File: config.mk
export PLATFORM = sky130hd
export DESIGN_NAME = usbeb_top
export DESIGN_NICKNAME = d
export VERILOG_FILES = /design/src/rtl/usbeb_bank_ram.v /design/src/rtl/usbeb_top.v
export VERILOG_INCLUDE_DIRS = /design/src /design/src/rtl
export SDC_FILE = /design/constraint.sdc
export NUM_CORES = 2
export LEC_CHECK = 0
export BUFFER_PORTS_ARGS = -buffer_cell sky130_fd_sc_hd__buf_4
export CAP_MARGIN = 0
export CORE_MARGIN = 5
export CORE_UTILIZATION = 62
export CTS_BUF_LIST = sky130_fd_sc_hd__clkbuf_8 sky130_fd_sc_hd__clkbuf_16
export DETAILED_ROUTE_END_ITERATION = 10
export PLACE_DENSITY = 0.79
export SYNTH_ARGS = -nofsm -noshare
export SYNTH_HDL_FRONTEND = slang
export SYNTH_HIERARCHICAL = 1
export SYNTH_SLANG_ARGS = --single-unit
File: constraint.sdc
create_clock -name MCLK -period 5.86 [get_ports MCLK]
set_input_delay 0.293 -clock MCLK [delete_from_list [all_inputs] [get_ports MCLK]]
set_output_delay 0.293 -clock MCLK [all_outputs]
set_load 0.02 [all_outputs]
File: src/rtl/usbeb_map.vh
// Register map, field positions, reset values and timing for the endpoint bank controller
`ifndef USBEB_MAP_VH
`define USBEB_MAP_VH

`define USBEB_A_DEVCTL      12'h000
`define USBEB_A_DEVFLG      12'h004
`define USBEB_A_DEVIEN      12'h008
`define USBEB_A_FRAME       12'h00C
`define USBEB_A_EPCFG       12'h010
`define USBEB_A_EPFLG       12'h014
`define USBEB_A_EPCTL       12'h018
`define USBEB_A_EPIEN       12'h01C
`define USBEB_A_BYCNT       12'h020
`define USBEB_A_DPORT       12'h024

`define USBEB_DC_DETACH     0
`define USBEB_DC_RWK        1
`define USBEB_DC_LOWSPD     2
`define USBEB_DEVCTL_RST    3'h1

`define USBEB_DF_SUSP       0
`define USBEB_DF_SOF        2
`define USBEB_DF_EORST      3
`define USBEB_DF_WAKE       4
`define USBEB_DF_EORSM      5
`define USBEB_DF_UPRSM      6
`define USBEB_DEVIEN_RST    8'h08
`define USBEB_DEV_MASK      8'h7D
`define USBEB_FR_CRCERR     4

`define USBEB_EC_DIRIN      0
`define USBEB_EC_DOUBLE     1
`define USBEB_EC_ISO        2

`define USBEB_EF_INFREE     0
`define USBEB_EF_STALL      1
`define USBEB_EF_OUTRX      2
`define USBEB_EF_SETUP      3
`define USBEB_EF_NAKOUT     4
`define USBEB_EF_UNDER      5
`define USBEB_EF_NAKIN      6
`define USBEB_EF_OVER       7

`define USBEB_CT_CTRL       0
`define USBEB_CT_KILL       1
`define USBEB_CT_RWOK       2

`define USBEB_CLK_MHZ       100
`define USBEB_RWK_IDLE_US   5000
`define USBEB_RWK_DRIVE_US  2000
// Cycle counts of the two microsecond figures above at the clock rate
`define USBEB_RWK_IDLE_CYC  20'h7_A120
`define USBEB_RWK_DRIVE_CYC 20'h3_0D40

`endif

File: src/rtl/usbeb_bank_ram.v
// Flip-flop storage shared by the endpoint banks, one write and one read port
module usbeb_bank_ram #(
  parameter AW = 7
) (
  // Clock
  input  wire          clk,
  // Write port
  input  wire          we,
  input  wire [AW-1:0] waddr,
  input  wire [7:0]    wdata,
  // Read port
  input  wire [AW-1:0] raddr,
  output wire [7:0]    rdata
);
  reg [7:0] mem [0:(1<<AW)-1];

  always @(posedge clk) begin
    if (we) begin
      mem[waddr] <= wdata;
    end
  end

  assign rdata = mem[raddr];
endmodule

File: src/rtl/usbeb_top.v
// Endpoint bank controller with general device flags, APB register slave
//
// Design decisions made here: the register addresses and the APB interface to the registers.
`include "usbeb_map.vh"
module usbeb_top #(
  parameter                BANK_AW       = 6,
  parameter [19:0]         RWK_IDLE_CYC  = `USBEB_RWK_IDLE_CYC,
  parameter [19:0]         RWK_DRIVE_CYC = `USBEB_RWK_DRIVE_CYC
) (
  // Clock and reset
  input  wire              MCLK,
  input  wire              SYS_RST,
  // APB slave
  input  wire              PSEL,
  input  wire              PENABLE,
  input  wire              PWRITE,
  input  wire [11:0]       PADDR,
  input  wire [31:0]       PWDATA,
  output reg  [31:0]       PRDATA,
  output reg               PREADY,
  output reg               PSLVERR,
  // OUT packet from the serial engine
  input  wire              OUT_START,
  input  wire              OUT_BYTE_VALID,
  input  wire [7:0]        OUT_BYTE,
  input  wire              OUT_END,
  input  wire              OUT_CRC_BAD,
  // IN packet to the serial engine
  input  wire              IN_TOKEN,
  output reg               IN_VALID,
  output reg  [7:0]        IN_BYTE,
  output reg               IN_DONE,
  // Handshake and frame events
  input  wire              SETUP_RX,
  input  wire              STALL_SENT,
  input  wire              SOF_RX,
  input  wire              SOF_CRC_BAD,
  // Line state events
  input  wire              SUSPEND_DET,
  input  wire              LINE_NONIDLE,
  input  wire              BUS_RESET_END,
  input  wire              RESUME_END,
  input  wire              HOST_MODE,
  input  wire              USB_CLK_FROZEN,
  // Pads and interrupts
  output reg               PULLUP_DP,
  output reg               PULLUP_DM,
  output reg               RESUME_DRIVE,
  output reg               EP_IRQ,
  output reg               DEV_IRQ
);
  localparam [BANK_AW:0] BANK_FULL = {1'b1, {BANK_AW{1'b0}}};
  localparam [1:0]       RWK_IDLE  = 2'h0;
  localparam [1:0]       RWK_WAIT  = 2'h1;
  localparam [1:0]       RWK_SEND  = 2'h2;

  // Clear-by-writing-zero: bits written 0 are cleared
  function [7:0] zero_clr;
    input       hit;
    input [7:0] wdat;
    begin
      zero_clr = hit ? ~wdat : 8'h00;
    end
  endfunction

  function [31:0] pad_byte;
    input [7:0] b;
    begin
      pad_byte = {24'h00_0000, b};
    end
  endfunction

  reg               detach;
  reg               rwk_req;
  reg               low_speed;
  reg  [7:0]        dev_flags;
  reg  [7:0]        dev_en;
  reg               fn_crc_err;
  reg  [1:0]        rwk_state;
  reg  [19:0]       rwk_cnt;
  reg               ep_dir_in;
  reg               ep_dbl;
  reg               ep_iso;
  reg  [7:0]        ep_flags;
  reg  [7:0]        ep_en;
  reg               ctrl_flag;
  reg  [1:0]        busy;
  reg  [BANK_AW:0]  bcnt [0:1];
  reg               cur;
  reg               usb_bank;
  reg  [BANK_AW:0]  cpu_ptr;
  reg  [BANK_AW:0]  usb_ptr;
  reg               out_act;
  reg               out_ovf;
  reg               in_act;
  integer           i;

  wire              acc    = PSEL & PENABLE & PREADY;
  wire              wr     = acc & PWRITE;
  wire              rd     = acc & ~PWRITE;
  wire              setup  = PSEL & PENABLE & ~PREADY;
  wire [BANK_AW:0]  cnt_cur = bcnt[cur];
  wire [BANK_AW:0]  cnt_usb = bcnt[usb_bank];
  wire [7:0]        ram_rdata;

  wire rw_allowed = ep_dir_in ? (~busy[cur] & (cnt_cur < BANK_FULL))
                              : (busy[cur] & (cpu_ptr < cnt_cur));
  wire [BANK_AW:0] byte_count = ep_dir_in ? cnt_cur : cnt_cur - cpu_ptr;

  wire wr_epctl = wr & (PADDR == `USBEB_A_EPCTL);
  wire cfg_wr   = wr & (PADDR == `USBEB_A_EPCFG);
  wire fw_rel   = wr_epctl & ~PWDATA[`USBEB_CT_CTRL] & ctrl_flag;
  wire dport_rd = rd & (PADDR == `USBEB_A_DPORT) & ~ep_dir_in & rw_allowed;
  wire dport_wr = wr & (PADDR == `USBEB_A_DPORT) & ep_dir_in & rw_allowed;

  // last written bank, never the one being sent
  wire last_bk  = ep_dbl ? ~cur : cur;
  wire kill     = wr_epctl & PWDATA[`USBEB_CT_KILL] & ep_dir_in & busy[last_bk]
                  & ~(in_act & (usb_bank == last_bk));

  wire out_ok   = OUT_START & ~ep_dir_in & ~busy[usb_bank] & ~out_act;
  wire out_done = OUT_END & out_act;
  wire in_start = IN_TOKEN & ep_dir_in & ~in_act & busy[usb_bank];
  wire in_empty = IN_TOKEN & ep_dir_in & ~in_act & ~busy[usb_bank];
  wire in_fin   = in_act & (usb_ptr >= cnt_usb);

  reg  [1:0] busy_set;
  reg  [1:0] busy_clr;
  reg  [1:0] next_busy;
  reg        next_cur;
  always @* begin
    busy_set = 2'b00;
    busy_clr = 2'b00;
    if (out_done) begin
      busy_set[usb_bank] = 1'b1;
    end
    if (fw_rel) begin
      busy_set[cur] = ep_dir_in;
      busy_clr[cur] = ~ep_dir_in;
    end
    if (in_fin) begin
      busy_clr[usb_bank] = 1'b1;
    end
    if (kill) begin
      busy_clr[last_bk] = 1'b1;
    end
    next_busy = cfg_wr ? 2'b00 : ((busy | busy_set) & ~busy_clr);
    next_cur  = (fw_rel & ep_dbl) ? ~cur : cur;
  end

  wire evt_out = ~ep_dir_in & ~cfg_wr & next_busy[next_cur] & (fw_rel | ~busy[cur]);
  wire evt_in  = (ep_dir_in & ~cfg_wr & ~next_busy[next_cur] & (fw_rel | busy[cur]))
                 | (cfg_wr & PWDATA[`USBEB_EC_DIRIN]);

  reg [7:0] ep_set;
  always @* begin
    ep_set = 8'h00;
    ep_set[`USBEB_EF_INFREE] = evt_in;
    ep_set[`USBEB_EF_OUTRX]  = evt_out;
    ep_set[`USBEB_EF_SETUP]  = SETUP_RX;
    ep_set[`USBEB_EF_STALL]  = STALL_SENT | (out_done & ep_iso & OUT_CRC_BAD);
    // drop or refuse OUT into full banks
    ep_set[`USBEB_EF_NAKOUT] = OUT_START & ~ep_dir_in & ~out_ok & ~ep_iso;
    ep_set[`USBEB_EF_UNDER]  = in_empty & ep_iso;
    ep_set[`USBEB_EF_NAKIN]  = in_empty & ~ep_iso;
    ep_set[`USBEB_EF_OVER]   = out_done & (out_ovf | (OUT_BYTE_VALID & usb_ptr >= BANK_FULL));
  end
  wire [7:0] ep_clr = zero_clr(wr & (PADDR == `USBEB_A_EPFLG), PWDATA[7:0]);

  // Resume signalling sequence
  wire rwk_ok    = wr & (PADDR == `USBEB_A_DEVCTL) & PWDATA[`USBEB_DC_RWK]
                   & dev_flags[`USBEB_DF_SUSP] & (rwk_state == RWK_IDLE);
  wire rwk_begin = (rwk_state == RWK_WAIT) & (rwk_cnt == RWK_IDLE_CYC - 20'h0_0001);

  reg [7:0] dev_set;
  reg [7:0] dev_clr;
  always @* begin
    dev_set = 8'h00;
    dev_set[`USBEB_DF_SUSP]  = SUSPEND_DET;
    dev_set[`USBEB_DF_SOF]   = SOF_RX;
    dev_set[`USBEB_DF_EORST] = BUS_RESET_END;
    // own resume does not count as activity
    dev_set[`USBEB_DF_WAKE]  = LINE_NONIDLE & ~RESUME_DRIVE;
    dev_set[`USBEB_DF_EORSM] = RESUME_END;
    dev_set[`USBEB_DF_UPRSM] = rwk_begin;
    dev_clr = zero_clr(wr & (PADDR == `USBEB_A_DEVFLG), PWDATA[7:0]);
    if (USB_CLK_FROZEN) begin
      dev_clr[`USBEB_DF_WAKE]  = 1'b0;
      dev_clr[`USBEB_DF_UPRSM] = 1'b0;
    end
    // Suspend and wake exclude each other; resume start ends suspend
    dev_clr[`USBEB_DF_SUSP] = dev_clr[`USBEB_DF_SUSP] | dev_set[`USBEB_DF_WAKE] | rwk_begin;
    dev_clr[`USBEB_DF_WAKE] = dev_clr[`USBEB_DF_WAKE] | SUSPEND_DET;
  end

  reg [31:0] rd_mux;
  reg        rd_hit;
  always @* begin
    rd_hit = 1'b1;
    case (PADDR)
      `USBEB_A_DEVCTL: rd_mux = {29'h0000_0000, low_speed, rwk_req, detach};
      `USBEB_A_DEVFLG: rd_mux = pad_byte(dev_flags);
      `USBEB_A_DEVIEN: rd_mux = pad_byte(dev_en);
      `USBEB_A_FRAME:  rd_mux = pad_byte({3'h0, fn_crc_err, 4'h0});
      `USBEB_A_EPCFG:  rd_mux = {29'h0000_0000, ep_iso, ep_dbl, ep_dir_in};
      `USBEB_A_EPFLG:  rd_mux = pad_byte(ep_flags);
      `USBEB_A_EPCTL:  rd_mux = {29'h0000_0000, rw_allowed, 1'b0, ctrl_flag};
      `USBEB_A_EPIEN:  rd_mux = pad_byte(ep_en);
      `USBEB_A_BYCNT:  rd_mux = {{(31-BANK_AW){1'b0}}, byte_count};
      `USBEB_A_DPORT:  rd_mux = pad_byte((ep_dir_in | ~rw_allowed) ? 8'h00 : ram_rdata);
      default: begin
        rd_mux = 32'h0000_0000;
        rd_hit = 1'b0;
      end
    endcase
  end

  // One wait state: answer is prepared while PREADY is low
  always @(posedge MCLK or posedge SYS_RST) begin
    if (SYS_RST) begin
      PREADY  <= 1'b0;
      PRDATA  <= 32'h0000_0000;
      PSLVERR <= 1'b0;
    end else begin
      PREADY  <= setup;
      PSLVERR <= setup & ~rd_hit;
      if (setup) begin
        PRDATA <= PWRITE ? 32'h0000_0000 : rd_mux;
      end
    end
  end

  // Device control and flags
  always @(posedge MCLK or posedge SYS_RST) begin
    if (SYS_RST) begin
      {low_speed, rwk_req, detach} <= `USBEB_DEVCTL_RST;
      dev_flags    <= 8'h00;
      dev_en       <= `USBEB_DEVIEN_RST;
      fn_crc_err   <= 1'b0;
      rwk_state    <= RWK_IDLE;
      rwk_cnt      <= 20'h0_0000;
      RESUME_DRIVE <= 1'b0;
      PULLUP_DP    <= 1'b0;
      PULLUP_DM    <= 1'b0;
      DEV_IRQ      <= 1'b0;
    end else begin
      if (wr & (PADDR == `USBEB_A_DEVCTL)) begin
        detach    <= PWDATA[`USBEB_DC_DETACH];
        low_speed <= PWDATA[`USBEB_DC_LOWSPD];
      end
      if (wr & (PADDR == `USBEB_A_DEVIEN)) begin
        dev_en <= PWDATA[7:0] & `USBEB_DEV_MASK;
      end
      dev_flags <= ((dev_flags & ~dev_clr) | dev_set) & `USBEB_DEV_MASK;
      // error marked with the frame flag
      if (SOF_RX) begin
        fn_crc_err <= SOF_CRC_BAD;
      end
      case (rwk_state)
        RWK_IDLE: begin
          if (rwk_ok) begin
            rwk_req   <= 1'b1;
            rwk_state <= RWK_WAIT;
            rwk_cnt   <= 20'h0_0000;
          end
        end
        RWK_WAIT: begin
          if (rwk_begin) begin
            rwk_state    <= RWK_SEND;
            rwk_cnt      <= 20'h0_0000;
            RESUME_DRIVE <= 1'b1;
          end else if (LINE_NONIDLE) begin
            rwk_cnt <= 20'h0_0000;
          end else begin
            rwk_cnt <= rwk_cnt + 20'h0_0001;
          end
        end
        RWK_SEND: begin
          if (rwk_cnt == RWK_DRIVE_CYC - 20'h0_0001) begin
            rwk_state    <= RWK_IDLE;
            rwk_req      <= 1'b0;
            RESUME_DRIVE <= 1'b0;
          end else begin
            rwk_cnt <= rwk_cnt + 20'h0_0001;
          end
        end
        default: rwk_state <= RWK_IDLE;
      endcase
      PULLUP_DP <= ~detach & ~low_speed & ~HOST_MODE;
      PULLUP_DM <= ~detach & low_speed & ~HOST_MODE;
      DEV_IRQ   <= |(dev_flags & dev_en);
    end
  end

  // Endpoint banks
  always @(posedge MCLK or posedge SYS_RST) begin
    if (SYS_RST) begin
      ep_dir_in <= 1'b0;
      ep_dbl    <= 1'b0;
      ep_iso    <= 1'b0;
      ep_flags  <= 8'h00;
      ep_en     <= 8'h00;
      ctrl_flag <= 1'b0;
      busy      <= 2'b00;
      for (i = 0; i < 2; i = i + 1) begin
        bcnt[i] <= {(BANK_AW+1){1'b0}};
      end
      cur       <= 1'b0;
      usb_bank  <= 1'b0;
      cpu_ptr   <= {(BANK_AW+1){1'b0}};
      usb_ptr   <= {(BANK_AW+1){1'b0}};
      out_act   <= 1'b0;
      out_ovf   <= 1'b0;
      in_act    <= 1'b0;
      IN_VALID  <= 1'b0;
      IN_BYTE   <= 8'h00;
      IN_DONE   <= 1'b0;
      EP_IRQ    <= 1'b0;
    end else begin
      IN_VALID <= 1'b0;
      IN_DONE  <= 1'b0;
      if (wr & (PADDR == `USBEB_A_EPIEN)) begin
        ep_en <= PWDATA[7:0];
      end
      // Set wins over a same-cycle software clear
      ep_flags  <= (ep_flags & ~ep_clr) | ep_set;
      ctrl_flag <= (ctrl_flag & ~(fw_rel | cfg_wr)) | evt_out | evt_in;
      busy      <= next_busy;
      cur       <= next_cur;
      EP_IRQ    <= |(ep_flags & ep_en);
      if (cfg_wr) begin
        // Reconfiguring empties every bank
        ep_dir_in <= PWDATA[`USBEB_EC_DIRIN];
        ep_dbl    <= PWDATA[`USBEB_EC_DOUBLE];
        ep_iso    <= PWDATA[`USBEB_EC_ISO];
        cur       <= 1'b0;
        usb_bank  <= 1'b0;
        cpu_ptr   <= {(BANK_AW+1){1'b0}};
        out_act   <= 1'b0;
        in_act    <= 1'b0;
        for (i = 0; i < 2; i = i + 1) begin
          bcnt[i] <= {(BANK_AW+1){1'b0}};
        end
      end else begin
        if (dport_rd) begin
          cpu_ptr <= cpu_ptr + 1'b1;
        end
        if (dport_wr) begin
          bcnt[cur] <= cnt_cur + 1'b1;
        end
        if (fw_rel & ~ep_dir_in) begin
          cpu_ptr   <= {(BANK_AW+1){1'b0}};
          bcnt[cur] <= {(BANK_AW+1){1'b0}};
        end
        if (out_ok) begin
          out_act <= 1'b1;
          out_ovf <= 1'b0;
          usb_ptr <= {(BANK_AW+1){1'b0}};
        end
        if (out_act & OUT_BYTE_VALID) begin
          if (usb_ptr < BANK_FULL) begin
            usb_ptr <= usb_ptr + 1'b1;
          end else begin
            out_ovf <= 1'b1;
          end
        end
        if (out_done) begin
          out_act        <= 1'b0;
          bcnt[usb_bank] <= usb_ptr;
          usb_bank       <= ep_dbl ? ~usb_bank : usb_bank;
        end
        if (in_start) begin
          in_act  <= 1'b1;
          usb_ptr <= {(BANK_AW+1){1'b0}};
        end
        if (in_act) begin
          if (in_fin) begin
            in_act         <= 1'b0;
            IN_DONE        <= 1'b1;
            bcnt[usb_bank] <= {(BANK_AW+1){1'b0}};
            usb_bank       <= ep_dbl ? ~usb_bank : usb_bank;
          end else begin
            IN_VALID <= 1'b1;
            IN_BYTE  <= ram_rdata;
            usb_ptr  <= usb_ptr + 1'b1;
          end
        end
        if (kill) begin
          bcnt[last_bk] <= {(BANK_AW+1){1'b0}};
          if (ep_dbl) begin
            usb_bank <= cur;
          end
        end
      end
    end
  end

  // Only one direction writes the store at a time
  wire              ram_we    = ep_dir_in ? dport_wr
                                          : (out_act & OUT_BYTE_VALID & (usb_ptr < BANK_FULL));
  wire [BANK_AW:0]  ram_waddr = ep_dir_in ? {cur, cnt_cur[BANK_AW-1:0]}
                                          : {usb_bank, usb_ptr[BANK_AW-1:0]};
  wire [7:0]        ram_wdata = ep_dir_in ? PWDATA[7:0] : OUT_BYTE;
  wire [BANK_AW:0]  ram_raddr = ep_dir_in ? {usb_bank, usb_ptr[BANK_AW-1:0]}
                                          : {cur, cpu_ptr[BANK_AW-1:0]};

  usbeb_bank_ram #(
    .AW    (BANK_AW + 1)
  ) u_ram (
    .clk   (MCLK),
    .we    (ram_we),
    .waddr (ram_waddr),
    .wdata (ram_wdata),
    .raddr (ram_raddr),
    .rdata (ram_rdata)
  );
endmodule

* Yosys cells after proc, flatten, opt, wreduce, memory -nomap -nowiden *
Memory sizes are Yosys's and may differ from the RTL's.
Index checks and enable logic that the tools add are counted.

storage, ports and cells
  flip-flop bits (word level) = 142
  word-level logic and storage cells = 334
  input port bits = 72
  bits in writable memories = 1,024
  memories = 1
  bits in read-only memories = 0
  latch bits = 0
  output and inout port bits = 49

cells by class
  $add $sub $neg = 5
  reduce and logical (&&, ||, !) cells = 21
  div/mod/pow operators = 0
  eq/ne operators = 18
  shifts and indexed selects = 0
  multipliers = 0
  bitwise operators = 125
  magnitude comparators = 18
  muxes and demuxes = 111

memory list
  memory     depth  bits a word  read ports  clocked after memory_dff  wr ports  RTL line             source
  u_ram.mem  128    8            1           0                         1         usbeb_bank_ram.v:15  reg [7:0] mem [0:(1<<AW)-1];

operators by type and width
  kind                     number
  $mux W14                 11
  $mux W7                  22
  $mux W20                 4
  $pmux W8 S10             1
  $and A1 B1 Y1            66
  $pmux W20 S3             1
  $eq A12 B5 Y1 const B    4
  $mux W1                  47
  $and A14 B14 Y14         3
  $not A14 Y14             3
  $mux W32                 1
  $bwmux W14               2
  $eq A12 B4 Y1 const B    2
  $eq A12 B6 Y1 const B    2
  $mux W8                  3
  $not A1 Y1               23
  $add A7 B1 Y7 const B    3
  $demux W7 S1             3
  $add A20 B1 Y20 const B  1
  $eq A20 B18 Y1 const B   1
  $eq A20 B19 Y1 const B   1
  $mux W2                  9
  $and A8 B8 Y8            2
  $not A8 Y8               2
  other kinds (35)         81

* Depth between registers and ports, before layout *
  depth after elaboration = 23
  depth in mapped cells = 16
  gate-level depth less buffers = 13

* Cells and area by module *
Netlist, hierarchy kept.

modules (own cells, without submodules)
  module          instances  area an instance (sq um)  seq. area each (sq um)  cells each
  usbeb_bank_ram  1          39,505.4                  30,749.5                1,627
  usbeb_top       1          7,350.8                   2,955.3                 855

* Least setup slack after synthesis *
OpenSTA, ideal clock, no wires.

  path kind = reg-to-reg
  start = reg ep_dir_in
  end = reg PRDATA[3]
  buffers on the path = 6
  required time = 5,739 ps
  cell stages (with the launch flop) = 15
  path slack = 1,421 ps
  arrival time = 4,318 ps
  library setup time = 121 ps
  period minus slack after synthesis = 4,439 ps
  cells stage by stage = dfrtp_1 clkbuf_1 clkbuf_1 clkbuf_1 clkbuf_1 nand2_1 o21ai_0 buf_1 buf_1 mux4_2 mux4_2 mux4_2 mux2_2 a221o_1 a22o_1

on the way
  elaborated cells on any way between the ends = 9
  those cells by class = mux: 6; bitwise: 2; memory: 1

RTL lines
  element                   RTL line         source
  start: declaration        usbeb_top.v:81   reg ep_dir_in;
  start signal: assignment  usbeb_top.v:333  ep_dir_in <= PWDATA[`USBEB_EC_DIRIN];
  $mux W7                   usbeb_top.v:404  wire [BANK_AW:0] ram_raddr = ep_dir_in ? {usb_bank, usb_ptr[BANK_AW-1:0]}
  net ram_raddr[2]          usbeb_top.v:404
  $mem_v2 Z128 W8           --
  net ram_rdata[3]          usbeb_top.v:104  wire [7:0] ram_rdata;
  $mux W8                   usbeb_top.v:210  `USBEB_A_DPORT: rd_mux = pad_byte((ep_dir_in | ~rw_allowed) ? 8'h00 : ram_rdata);
  $pmux W8 S10              usbeb_top.v:200  case (PADDR)
  $mux W32                  usbeb_top.v:228  PRDATA <= PWRITE ? 32'h0000_0000 : rd_mux;
  end signal: assignment    usbeb_top.v:228
  end: declaration          usbeb_top.v:19   output reg [31:0] PRDATA,

The timed path passes the listed nets, and every way through them passes these cells.
A chain may end at the register's enable or synchronous reset.

* Final worst setup path *
  start = reg cur
  end = mem u_ram.mem[6][1], enable pin

on the way
  cells in the longest elaborated chain, start to end = 11
  elaborated cells on any way between the ends = 17
  those cells by class = order compare: 2; mux: 10; bitwise: 5

RTL lines
  element                                     RTL line                          source
  start: declaration                          usbeb_top.v:89                    reg cur;
  start signal: assignment                    usbeb_top.v:329                   cur <= next_cur;
  $not A1 Y2 (implied by the code)            usbeb_top.v:102                   wire [BANK_AW:0] cnt_cur = bcnt[cur];
  $mux W7 (implied by the code) (3 in a row)  usbeb_top.v:102
  $lt A7 B7 Y1, on equally long branches      usbeb_top.v:107, usbeb_top.v:106
  $and A1 B1 Y1, on equally long branches     usbeb_top.v:107, usbeb_top.v:106
  $mux W1 (*)                                 usbeb_top.v:106                   wire rw_allowed = ep_dir_in ? (~busy[cur] & (cnt_cur < BANK_FULL))
  $and A1 B1 Y1 (*)                           usbeb_top.v:114                   wire dport_wr = wr & (PADDR == `USBEB_A_DPORT) & ep_dir_in & rw_allowed;
  $mux W1 (*)                                 usbeb_top.v:399                   wire ram_we = ep_dir_in ? dport_wr
  net ram_we                                  usbeb_top.v:399
  $mux W1 (*)                                 usbeb_bank_ram.v:18               if (we) begin
  $mux W1 (implied by the code) (*)           usbeb_bank_ram.v:19               mem[waddr] <= wdata;
  end: declaration                            usbeb_bank_ram.v:15

The timed path passes the listed nets; every way through them passes the cells marked *. The select of a mux whose other input is x is not followed.

==> summary.md <==
| Metric | Value |
|---|---|
| Post_cts resized | 0 |
| RSZ-0062 raised after global routing | no |
| Setup ws final | 0.6076 ns |
| H-tree depth | 3 |
| Detailed Route Iter0 Violations | 3605 |
| Crit path launch | cur$_DFF_PP0_ |
| Core ar. | 74700 sq um |
| WL final | 112700 um |
| Fmax | 190.4 MHz |
| Largest net degree at the start of global routing | 81 |
| Later-pin clock latency in the skew report | 0.69 ns |
| Final hold violation count | 0 |
| Clock power share | 41.3% |
| Starting density of the core | 62.73% |
| Synthesized netlist cell count | 2482 |
| Main flop type after synthesis | edfxtp_1 |
| Count of pins over their slew limit | 0 |
| TNS Setup | 0 ns |
| FFs w/ async S/R, synth | 10.33% |
| Sequential share of the synthesized area | 71.93% |
| Fin crit share | 89.63% |
| P per Cell Area | just over 300 nW/um^2 |
| Sw Share | between 20% and 30% |
| Cell variety after synth | 67 |
| Design Power | between 15 and 20 mW |
| Synth area leaders | edfxtp_1, mux4_2, dfrtp_1 |
| GRT Residual Overflow | 0 |
| Peak VDD IR | 0.0002991 V |
| Hold Startpoint | PADDR[5] |
| Critical Path AT | 5.54 ns |
| Number of global-route vias before repair | 25718 |
| Std cell rows | 100 |
| Top cell type's share of synthesized area | 65.63% |
| Slew HR | 23.59% |
| Switching power | between 3 and 4 mW |
| GRT Util Overall | 28.04% |
| EDFF count, synth | about 1000 |
| CP max FO | 14 |
| Total CTS buffers | 109 |
| CP Launch Type | register |
| Setup bufs post-CTS | 0 |
| Status | complete, no violations |
| Static leakage | 17.38 nW |
| CTS root buf | clkbuf_16 |
| Detailed Place HPWL | 68630 um |
| Layout area overhead | 12.31% |
| Most common cell after layout, fill and taps aside | edfxtp_1 |
| Cell-internal power | 12.74 mW |
| Ys Warns | 6 |
| Routed via count | about 26000 |
| CP required | 6.14 ns |
| Multi-input logic area | 12500 sq um |
| Class of the worst hold path | primary input to register |
| #FFs+latches synth | 1142 |
| Fill count | roughly 4300 |
| Share of power burned in registers | a little under three fifths |
| Final antenna-violating net count | 0 |
| Avg Synthesized Cell Area | about 19 sq um |
| Pre-CTS WS | 0.9206 ns |
| Post-CTS Hold Fix Bufs | 31 |
| Initial antenna violation count | 3 |
| Setup Skew | 0.03520 ns |
| Global-route wire length before repair | 169800 um |
| Slew @ Worst Pin | between 1 and 1.5 ns |
| Sequential Area | between 30000 and 40000 sq um |
| Cell Area, Synth | roughly 47000 sq um |
| Wire length per cell | 30.22 um |
| Design area | 52630 sq um |
| Worst r2r src | cur$_DFF_PP0_ |
| Die width | 284.9 um |
| Final setup vio count | 0 |
| Die Ht | 284.9 um |
| Sink Count | 1142 |
| Max_cap viols | 0 |
| Top Ports | 121 |
| I/O Buffers | 72 |
| Period minus WS final | between 5 and 6 ns |
| TritonCTS clock tree | done |
| CP endpoint kind | register |
| Logic pwr share | 3.2% |
| Yosys top cell by area | edfxtp_1 |
| Clock Path Buffers | 3 |
| Nets | 2764 |
| Post-layout util | 70.45% |
| Pre-Repair DR Iteration Count | 6 |
| Most frequent cells in the layout | edfxtp_1, mux4_2, nor2_1 |
| GP Congestion | 0.9208 |
| DR DRC count | 0 |
| Reg clk slew, reported paths | ~0.06 ns |
| DP Area | 48910 sq um |
| CP Class | register to register |
| Vias per Instance | just under 7 |
| Layout cells sized above 1 | approximately a quarter |
| Die Area | 81170 sq um |
Yosys cell counts, types with 22 or more instances:
master	count
clkbuf_1	73
nand3_1	54
buf_4	35
edfxtp_1	1024
inv_1	31
nor2_1	178
mux4_2	336
mux2_2	39
dfrtp_1	116
nand2_1	141
a21oi_1	46
nor3_1	34
o21ai_0	93
ha_1	22
flip-flops by register name, summed over array words and instances, names as in the netlist, 2 cells and up:
signal,flops
dev_flags,6
IN_BYTE,8
ep_en,8
PRDATA,8
ep_flags,8
busy,2
rwk_cnt,20
u_ram/mem,1024
bcnt,14
dev_en,6
cpu_ptr,7
usb_ptr,7
rwk_state,2
power by group through the flow:
stage                     clock network, mW  logic [mW]  registers [mW]
after floorplan                           0       0.301            9.13
after global placement                    0       0.471            9.14
after detailed placement                  0       0.495            9.15
after CTS                              6.78       0.514            8.98
after global routing                   7.15       0.568            8.98
final                                  6.68       0.525            8.98
final cells by class:
| cell class | count | area share (%) |
|---|---|---|
| Tap cell | 969 | 2.304 |
| Antenna cell | 1 | 0.004755 |
| Clock buffer | 110 | 5.231 |
| Sequential cell | 1142 | 64.05 |
| Inverter | 33 | 0.2401 |
| Timing Repair Buffer | 198 | 3.205 |
| Multi-Input combinational cell | 1185 | 23.75 |
| Clock inverter | 91 | 1.220 |
path summary, 6_finish.rpt:
path	to	slack, ns	cells after the start
max	u_ram/mem[6][1]$_DFFE_PP_	0.61	13
min	PSLVERR$_DFF_PP0_	0.05	3
max reg2reg	u_ram/mem[6][1]$_DFFE_PP_	0.61	13
min reg2reg	IN_BYTE[2]$_DFFE_PP0P_	0.48	2
max in group asynchronous	bcnt[1]$_DFF_PP0_	4.26	4
min in group asynchronous	rwk_cnt[13]$_DFFE_PP0P_	0.33	3
kinds of logic after synthesis:
kind of cell	share of synthesized area, %
compound gates	3.114
buf+inv	1.765
other cells	0.008003
flops	71.93
mux	17.45
simple gates	4.820
xor+xnor	0.2804
fa+ha+maj	0.6302
per-stage QoR:
stage,hold slack [ns],std cells
detailed placement,0.4642,3495
CTS,0.006026,3727
finish,0.04694,3729
global placement,0.4598,3495
floorplan,0.3581,2505
global route,0.04765,3728
per-layer routing:
layer	global-route usage [%]	wire length, um
met5	0	13
met2	46.03	56090
met4	7.976	3445
met3	4.633	11290
met1	40.17	41840
critical path, cell delays in order, from the launching register on:
cell and delay, ns:
dfrtp_1 0.65, mux2i_1 0.40, inv_1 0.14, ha_1 0.33
nand3_1 0.10, o21bai_1 0.19, a21o_1 0.20, a21o_1 0.23
a21oi_1 0.39, a21o_1 0.40, nor2b_1 0.35, nand3_1 0.40
buf_4 0.37, nor2_1 0.71
Note: power is estimated with default switching activity, not from simulation.
